**src/lpbpc_cfg.svh**
```systemverilog
`ifndef LPBPC_CFG_SVH
`define LPBPC_CFG_SVH

// register indices; the byte address on the bus is four times the index
`define LPBPC_IDX_LOCAL_HIGH   10'h204
`define LPBPC_IDX_LOW          10'h205
`define LPBPC_IDX_MID          10'h206
`define LPBPC_IDX_HIGH         10'h207
`define LPBPC_MMD_ADDR         5'h07

// reset values
`define LPBPC_RST_WORD         16'h0000
`define LPBPC_RST_LOCAL        1'b0

// stored and readable bits of each word; only the local bits are writable
`define LPBPC_MID_MASK         16'h40f0
`define LPBPC_HIGH_MASK        16'h7800
`define LPBPC_LOW_MASK         16'hfc1f
`define LPBPC_LOCAL_MASK       16'h3000

// mid word fields
`define LPBPC_MID_LONG_REACH   14
`define LPBPC_MID_GIGABIT      7
`define LPBPC_MID_SR_FULL      6
`define LPBPC_MID_FAST         5
`define LPBPC_MID_LEADER       4

// high word fields
`define LPBPC_HIGH_ENERGY      14
`define LPBPC_HIGH_SWING_ABLE  13
`define LPBPC_HIGH_SWING_REQ   12
`define LPBPC_HIGH_SR_HALF     11

// low word fields
`define LPBPC_LOW_ROLE_FORCED  12

// local advertisement word fields, same positions as the partner's
`define LPBPC_LOCAL_SWING_ABLE 13
`define LPBPC_LOCAL_SWING_REQ  12

`endif

```
**src/lpbpc_pkg.sv**
```systemverilog
package lpbpc_pkg;

   typedef struct packed {
      logic [15:0] liveLow;
      logic [15:0] liveMid;
      logic [15:0] liveHigh;
      logic [15:0] capMid;
      logic [15:0] capHigh;
      logic        localSwingAble;
      logic        localSwingRequest;
      logic        txLevelHigh;
      logic [31:0] prdata;
      logic        pslverr;
   } lpbpc_state_t;

endpackage

```
**src/lpbpc_capture.sv**
```systemverilog
// Implementation choice: the APB slave port.
`timescale 1ns/1ps
`include "lpbpc_cfg.svh"

module lpbpc_capture (
   // clock and reset
   input  wire logic        clk_sys,
   input  wire logic        rst,
   // apb slave
   input  wire logic        psel,
   input  wire logic        penable,
   input  wire logic        pwrite,
   input  wire logic [11:0] paddr,
   input  wire logic [31:0] pwdata,
   input  wire logic [3:0]  pstrb,
   output logic      [31:0] prdata,
   output logic             pready,
   output logic             pslverr,
   // from the negotiation engine
   input  wire logic        basePageValid,
   input  wire logic [47:0] basePage,
   input  wire logic        anRestart,
   // decoded partner abilities, held copy except partnerRoleForced, which follows the live low word
   output logic             partnerLongReachAble,
   output logic             partnerGigabitAble,
   output logic             partnerShortReachFullDuplexAble,
   output logic             partnerFastAble,
   output logic             partnerLeaderSelect,
   output logic             partnerRoleForced,
   output logic             partnerEnergySavingAble,
   output logic             partnerHighSwingAble,
   output logic             partnerHighSwingRequest,
   output logic             partnerShortReachHalfDuplexAble,
   // resolved transmit level: 1 = 2.4 V p-p, 0 = 1.0 V p-p
   output logic             txLevelHigh
);

   lpbpc_pkg::lpbpc_state_t stateReg;
   lpbpc_pkg::lpbpc_state_t stateNext;

   logic setupPhase;
   logic accessPhase;

   function automatic logic regHit(input logic [11:0] addr, input logic [9:0] index);
      regHit = (addr == {index, 2'b00});
   endfunction

   function automatic logic resolveHigh(input logic ableA, input logic reqA,
                                        input logic ableB, input logic reqB);
      resolveHigh = ableA && ableB && (reqA || reqB);
   endfunction

   assign setupPhase  = psel && !penable;
   assign accessPhase = psel && penable;

   always_comb begin
      stateNext = stateReg;

      // a page that lands with a restart wins, so no received page is lost
      if (basePageValid) begin
         stateNext.liveLow  = basePage[15:0] & `LPBPC_LOW_MASK;
         stateNext.liveMid  = basePage[31:16] & `LPBPC_MID_MASK;
         stateNext.liveHigh = basePage[47:32] & `LPBPC_HIGH_MASK;
      end else if (anRestart) begin
         stateNext.liveLow  = `LPBPC_RST_WORD;
         stateNext.liveMid  = `LPBPC_RST_WORD;
         stateNext.liveHigh = `LPBPC_RST_WORD;
      end

      // read data is built in the setup cycle so prdata comes from a flop
      if (setupPhase) begin
         stateNext.pslverr = 1'b0;
         stateNext.prdata  = 32'h0000_0000;
         if (regHit(paddr, `LPBPC_IDX_LOW)) begin
            stateNext.prdata = {16'h0000, stateReg.liveLow};
         end else if (regHit(paddr, `LPBPC_IDX_MID)) begin
            stateNext.prdata = {16'h0000, stateReg.capMid};
         end else if (regHit(paddr, `LPBPC_IDX_HIGH)) begin
            stateNext.prdata = {16'h0000, stateReg.capHigh};
         end else if (regHit(paddr, `LPBPC_IDX_LOCAL_HIGH)) begin
            stateNext.prdata[`LPBPC_LOCAL_SWING_ABLE] = stateReg.localSwingAble;
            stateNext.prdata[`LPBPC_LOCAL_SWING_REQ]  = stateReg.localSwingRequest;
         end else begin
            stateNext.pslverr = 1'b1;
         end
      end

      // the snapshot is taken at the completing edge of the low-word read
      if (accessPhase && !pwrite && regHit(paddr, `LPBPC_IDX_LOW)) begin
         stateNext.capMid  = stateReg.liveMid;
         stateNext.capHigh = stateReg.liveHigh;
      end

      // partner words are read-only; only the local advertisement bits take writes
      if (accessPhase && pwrite && regHit(paddr, `LPBPC_IDX_LOCAL_HIGH) && pstrb[1]) begin
         stateNext.localSwingAble    = pwdata[`LPBPC_LOCAL_SWING_ABLE];
         stateNext.localSwingRequest = pwdata[`LPBPC_LOCAL_SWING_REQ];
      end

      // resolved from live values: the level must follow the link, not software reads
      stateNext.txLevelHigh = resolveHigh(stateReg.localSwingAble,
                                          stateReg.localSwingRequest,
                                          stateReg.liveHigh[`LPBPC_HIGH_SWING_ABLE],
                                          stateReg.liveHigh[`LPBPC_HIGH_SWING_REQ]);
   end

   always_ff @(posedge clk_sys) begin
      if (rst) begin
         stateReg.liveLow           <= `LPBPC_RST_WORD;
         stateReg.liveMid           <= `LPBPC_RST_WORD;
         stateReg.liveHigh          <= `LPBPC_RST_WORD;
         stateReg.capMid            <= `LPBPC_RST_WORD;
         stateReg.capHigh           <= `LPBPC_RST_WORD;
         stateReg.localSwingAble    <= `LPBPC_RST_LOCAL;
         stateReg.localSwingRequest <= `LPBPC_RST_LOCAL;
         stateReg.txLevelHigh       <= 1'b0;
         stateReg.prdata            <= 32'h0000_0000;
         stateReg.pslverr           <= 1'b0;
      end else begin
         stateReg <= stateNext;
      end
   end

   // zero-wait slave: every access phase completes in its first cycle
   assign pready  = accessPhase;
   assign prdata  = stateReg.prdata;
   assign pslverr = accessPhase && stateReg.pslverr;

   assign partnerLongReachAble            = stateReg.capMid[`LPBPC_MID_LONG_REACH];
   assign partnerGigabitAble              = stateReg.capMid[`LPBPC_MID_GIGABIT];
   assign partnerShortReachFullDuplexAble = stateReg.capMid[`LPBPC_MID_SR_FULL];
   assign partnerFastAble                 = stateReg.capMid[`LPBPC_MID_FAST];
   assign partnerLeaderSelect             = stateReg.capMid[`LPBPC_MID_LEADER];
   assign partnerRoleForced               = stateReg.liveLow[`LPBPC_LOW_ROLE_FORCED];
   assign partnerEnergySavingAble         = stateReg.capHigh[`LPBPC_HIGH_ENERGY];
   assign partnerHighSwingAble            = stateReg.capHigh[`LPBPC_HIGH_SWING_ABLE];
   assign partnerHighSwingRequest         = stateReg.capHigh[`LPBPC_HIGH_SWING_REQ];
   assign partnerShortReachHalfDuplexAble = stateReg.capHigh[`LPBPC_HIGH_SR_HALF];
   assign txLevelHigh                     = stateReg.txLevelHigh;

endmodule

```
**config.mk**
```make
export PLATFORM = sky130hd
export DESIGN_NAME = lpbpc_capture
export DESIGN_NICKNAME = d
export VERILOG_FILES = /design/src/lpbpc_pkg.sv /design/src/lpbpc_capture.sv
export VERILOG_INCLUDE_DIRS = /design/src
export SDC_FILE = /design/constraint.sdc
export NUM_CORES = 1
export LEC_CHECK = 0
export ABC_AREA = 1
export CORE_UTILIZATION = 55
export DETAILED_ROUTE_END_ITERATION = 8
export DONT_BUFFER_PORTS = 1
export GPL_TIMING_DRIVEN = 0
export PLACE_DENSITY = 0.7
export SLEW_MARGIN = 20
export SYNTH_ARGS = -nofsm -noshare
export SYNTH_HDL_FRONTEND = slang
export SYNTH_SLANG_ARGS = --single-unit
```
**constraint.sdc**
```tcl
create_clock -name clk_sys -period 2.7 [get_ports clk_sys]
set_input_delay 0.54 -clock clk_sys [delete_from_list [all_inputs] [get_ports clk_sys]]
set_output_delay 0.54 -clock clk_sys [all_outputs]
set_load 0.005 [all_outputs]
```
==> results of run 1 <==
logic make-up (layout without fill, tap and decap cells):
group,after synthesis,count (layout),synth area share
buffers and inverters,68,76,0.176
AND/OR/NAND/NOR,138,138,0.272
AO/OA/AOI/OAI,50,50,0.120
flip-flops,47,47,0.429
other,1,18,0.00171
final timing paths:
| kind | startpoint | to | slack, ps | cells after the start |
|---|---|---|---|---|
| min reg2reg | stateReg[100] | stateReg[100] | 460 | 2 |
| max reg2reg | partnerLongReachAble | prdata[14] | 1860 | 4 |
| max | paddr[9] | partnerGigabitAble | 1340 | 7 |
| min | basePage[11] | stateReg[111] | 380 | 2 |
per-stage QoR:
step	util	area, µm²	instances
2_1_floorplan	-	2250	321
3_3_place_gp	0.618	2310	369
3_5_place_dp	0.618	2310	369
4_1_cts	0.644	2410	377
5_1_grt	0.644	2410	377
6_report	0.644	2410	377
worst max-delay path, cell delays in order:
cell,delay (ps)
nor2_1,130
nand2_1,120
nor2_2,220
buf_6,170
nand3_2,170
nor2_1,140
nor2_1,50
per-layer routing:
layer / part of all wire / routed length [µm] / GRT usage
met4: 0.011 / 51 / 0.0870
met3: 0.063 / 288 / 0.0469
met2: 0.48 / 2170 / 0.366
met5: 0 / 0 / 0
met1: 0.45 / 2050 / 0.284
report_power, final:
| part | switching, mW | internal [mW] |
|---|---|---|
| Sequential | 0.0136 | 0.716 |
| Clock | 0.227 | 0.210 |
| Combinational | 0.0682 | 0.0515 |
| Total | 0.309 | 0.977 |
cells in the final DEF (no fill, tap or decap), drive strengths merged:
master  instances
a21oi          26
a31oi           2
buf            35
clkbuf         17
clkinv          1
conb           18
dfxtp          47
inv            23
nand2          62
nand3          18
nor2           46
nor3           12
o2111a          1
o211ai          2
o21ai          19
area by class of cell:
cell class	instances	share of cell area
plain buffers	45	0.124
clock buffers	7	0.0358
flip-flops and latches	47	0.390
clock inverters	1	0.00363
multi-input cells	206	0.385
inverters	23	0.0358
well taps	48	0.0249
state kept, by name, summed over array words and instances, names as in the netlist:
signal / cells
partnerHighSwingAble: 1
partnerLeaderSelect: 1
partnerGigabitAble: 1
partnerEnergySavingAble: 1
stateReg: 22
partnerHighSwingRequest: 1
partnerRoleForced: 1
prdata: 14
partnerLongReachAble: 1
partnerFastAble: 1
partnerShortReachHalfDuplexAble: 1
txLevelHigh: 1
partnerShortReachFullDuplexAble: 1
==> impl_metrics.csv, run 1 <==
group,metric,value,unit
status,run_status,"finished clean",
global_routing,gr-usage-all-layers,0.222,
drt,drt_pass_1_iters,4,
critical_path,crit_type,"in2reg",
cts,setup_repair_bufs_after_cts,0,
yosys,netlist_top_cells_area,"dfxtp_1 (43%), buf_4 (11%), nand2_1 (10%)",
drt,detail_route.wl_per_cell,12.1,µm
placement,post_dp_hpwl,3380,µm
sta,report.final.setup_viol,0,
layout,layout.nets,431,
cts,postCtsHoldBufs,0,
critical_path,setup.worst_path.end_class,"flip-flop",
sta,clock-skew-final,3.50,ps
job,drv.max_cap_violation_count,0,
drt,routed_vias,1823,
yosys,netlist-cell-type-count,22,
yosys,ys_seq_area_frac,0.429,
yosys,post_synth.cell_area_avg,7.21,µm²
layout,synthToLayoutAreaGrowth,9.99,%
cts,clkLatencyLatePin,300,ps
yosys,synth_top_area_frac,0.429,
yosys,synth-edff-count,0,
drt,finalWirelength,4560,µm
yosys,synth.top_cells.by_count,"nand2_1 (61), dfxtp_1 (47), nor2_1 (44), buf_4 (32), a21oi_1 (26)",
critical_path,worstPathMaxFanout,10,
global_routing,grt_antenna_before_repair,0,
sta,timing.final.hold_violations,0,
placement,worst_slack_at_placement,1020,ps
placement,placement.io_buffers,0,
sta,max_freq,0.737,GHz
global_routing,grt_max_degree,15,
critical_path,timing.critical_path.from_type,"input port",
drt,viasPerCell,4.84,
layout,drive_above_1_share,0.146,
sta,drv_slew,0,
sta,tns,0,ps
floorplanning,initial_utilization,0.585,
cts,post_cts.resized_instances,0,
yosys,synthesis.instances,304,
yosys,yosys.area.top_type,"dfxtp_1",
critical_path,timing.critical_path.arrival,1550,ps
yosys,synth_area,0.00219,mm²
global_routing,wire_length_of_the_first_global_routing_pass,7080,µm
floorplanning,die_height,65.1,µm
yosys,synth_seq_cells,47,
cts,cts_tree,"done",
sta,hold_slack,380,ps
yosys,synth_most_common_cell,"nand2_1",
power,maximum_vdd_drop,0.000399,V
global_routing,vias_in_the_first_global_route,1523,
drt,route.antenna.remaining_nets,0,
yosys,synth_async_sr_flop_share,0,
yosys,synth-warning-count,0,
drt,drc,0,
floorplanning,core_area,0.00374,mm²
layout,final.fill_count,351,
layout,multi_input_area,928,µm²
floorplanning,rows,22,
floorplanning,top_level_ports,148,
sta,timing.final.ws_setup,1340,ps
power,power.density_cell_area,534,mW/mm²
sta,post-route-period-util,0.502,
cts,max-clock-path-buffers,2,
cts,cts.sink_count,47,
drt,detail_route.iter0.violations,131,
yosys,ys.flop_type,"dfxtp_1",
floorplanning,chipWidth,65.1,µm
global_routing,overflow,0,
layout,antenna_cells_inserted,0,
power,power,1.29,mW
cts,clock_tree.htree_level_count,2,
cts,numCtsBuffers,5,
floorplanning,die_area,0.00424,mm²
placement,finalWeightedCongestion,0.824,
layout,area.sequential,941,µm²
critical_path,cp_data_required_time,2890,ps
cts,worst_setup_hold_path_clk_slew,80,ps
hold_path,hold_class,"in2reg",
power,static-leakage-power,1.12,nW
sta,grt_setup_unrepaired,"false",
cts,cts.root.buffer_cell,"clkbuf_8",
sta,min_period,1360,ps
(Power assumes the default switching activity.)
==> run 2: changes to the inputs <==
--- a/config.mk
+++ b/config.mk
@@ -11,7 +11,7 @@
 export DETAILED_ROUTE_END_ITERATION = 8
 export DONT_BUFFER_PORTS = 1
 export GPL_TIMING_DRIVEN = 0
-export PLACE_DENSITY = 0.7
+export PLACE_DENSITY = 0.73
 export SLEW_MARGIN = 20
 export SYNTH_ARGS = -nofsm -noshare
 export SYNTH_HDL_FRONTEND = slang
==> constraint.sdc (replaced) <==
create_clock -name clk_sys -period 1.1 [get_ports clk_sys]
set_input_delay 0.22 -clock clk_sys [delete_from_list [all_inputs] [get_ports clk_sys]]
set_output_delay 0.22 -clock clk_sys [all_outputs]
set_load 0.005 [all_outputs]
==> impl_metrics.csv, run 2 (same netlist as run 1, synthesis figures left out) <==
group,metric,value,unit
sta,min_period,1030,ps
floorplanning,initial_utilization,0.585,
placement,post_dp_hpwl,3440,µm
layout,antenna_cells_inserted,0,
floorplanning,rows,22,
placement,placed_area,0.00232,mm²
layout,regs_by_ff_count,"stateReg (22), prdata (14)",
cts,clock_tree.htree_level_count,2,
layout,largest_register,"stateReg",
layout,multi_input_area,963,µm²
power,p_switching,0.800,mW
power,clock_power_share,0.333,
floorplanning,core_area,0.00374,mm²
status,run_status,"finished clean",
cts,cts.sink_count,47,
sta,grt_setup_unrepaired,"true",
hold_path,hold_class,"in2reg",
cts,cts_tree,"done",
floorplanning,die_height,65.1,µm
critical_path,slowest_cp_cell,"dfxtp_1",
global_routing,wire_length_of_the_first_global_routing_pass,7600,µm
power,static-leakage-power,1.13,nW
power,comb_power_share,0.096,
hold_path,holdPathStages,2,
sta,max_freq,0.974,GHz
global_routing,grt_antenna_before_repair,0,
cts,worst_setup_hold_path_clk_slew,90,ps
critical_path,worstRegToRegCells,4,
layout,mostFrequentLayoutCells,"nand2_1 (61), dfxtp_1 (47), nor2_1 (43)",
job,drv.max_cap_violation_count,0,
drt,routed_vias,1828,
drt,detail_route.iter0.violations,104,
placement,placement.io_buffers,0,
placement,finalWeightedCongestion,0.795,
critical_path,reg2reg_slack,250,ps
sta,drv_slew,0,
critical_path,cp_cell_sequence,"inv_1 -> nor2_1",
critical_path,worstPathMaxFanout,2,
drt,drc,0,
sta,clock-skew-final,7.07,ps
placement,numPlacedInstances,369,
sta,tns,0,ps
critical_path,cp_data_required_time,880,ps
power,power.switching_fraction,0.255,
cts,numCtsBuffers,5,
global_routing,overflow,0,
layout,cell_area_after_layout,0.00245,mm²
layout,layout.cells.most_common,"nand2_1",
power,power.density_cell_area,1280,mW/mm²
floorplanning,top_level_ports,148,
layout,largest_register_ff_count,22,
critical_path,cpPeakStageDelay,340,ps
sta,post-route-period-util,0.934,
layout,synthToLayoutAreaGrowth,11.7,%
layout,layout.nets,433,
drt,detail_route.wl_per_cell,12.2,µm
layout,area.sequential,941,µm²
critical_path,timing.critical_path.arrival,810,ps
power,power,3.13,mW
drt,route.antenna.remaining_nets,0,
critical_path,crit_type,"reg2out",
floorplanning,die_area,0.00424,mm²
floorplanning,chipWidth,65.1,µm
global_routing,vias_in_the_first_global_route,1649,
global_routing,gr-usage-all-layers,0.236,
critical_path,timing.critical_path.from_type,"flip-flop",
sta,hold_slack,52.1,ps
global_routing,grt_max_degree,16,
cts,cts.root.buffer_cell,"clkbuf_8",
drt,finalWirelength,4610,µm
power,sequentialPowerShare,0.571,
cts,clkLatencyLatePin,300,ps
drt,viasPerCell,4.82,
critical_path,setup.worst_path.end_class,"output pin",
layout,drive_above_1_share,0.169,
power,maximum_vdd_drop,0.000990,V
layout,post_layout_nonfiller_instances,379,
sta,report.final.setup_viol,0,
cts,max-clock-path-buffers,2,
power,power.internal,2.33,mW
drt,drt_pass_1_iters,4,
sta,timing.final.hold_violations,0,
layout,final.fill_count,367,
run 2: worst paths after layout:
kind / start / end
worst max register to register: partnerEnergySavingAble / prdata[14]
worst max-delay path: stateReg[0] / pslverr
worst min-delay path: basePage[4] / stateReg[104]
worst min register to register: stateReg[90] / stateReg[90]
run 2: critical path, delay by kind of cell (launching register included):
family / cells / cell delay (ps)
AND/OR/NAND/NOR: 1 / 120
buffers and inverters: 1 / 40
flip-flops: 1 / 340
run 2: layout make-up:
| class | instances | area share |
|---|---|---|
| inverters | 23 | 0.0353 |
| repair buffers | 1 | 0.00307 |
| multi-input cells | 207 | 0.394 |
| clock buffers | 5 | 0.0281 |
| clock inverters | 3 | 0.00767 |
| well taps | 48 | 0.0245 |
| flip-flops and latches | 47 | 0.384 |
| plain buffers | 45 | 0.123 |
run 2: power by group through the flow:
| stage | Clock, mW | Sequential (mW) | Combinational [mW] |
|---|---|---|---|
| final | 1.04 | 1.79 | 0.301 |
| after floorplan | 0 | 1.82 | 0.250 |
| after global placement | 0 | 1.83 | 0.290 |
| after detailed placement | 0 | 1.83 | 0.293 |
| after CTS | 1.05 | 1.79 | 0.296 |
| after global routing | 1.13 | 1.80 | 0.344 |
run 2: layer usage:
layer / routed length (µm) / up-vias / global-route usage
met2: 2030 / 79 / 0.371
met5: 0 / - / 0
li1: - / 974 / -
met1: 2110 / 767 / 0.310
met3: 398 / 8 / 0.0660
met4: 74 / 0 / 0.0815
run 2: timing repair:
| item | in CTS | in global routing |
|---|---|---|
| resized for setup | 0 | 8 |
| endpoints found under the setup margin | 0 | 15 |
| hold buffers | 0 | 0 |
| buffers inserted | 0 | 1 |
run 2: per-stage QoR:
stage	util	setup WS [ps]
after floorplan	-	12.5
after CTS	0.644	64.4
final	0.654	72.8
after detailed placement	0.620	-224
after global placement	0.620	-235
after global routing	0.654	-19.2
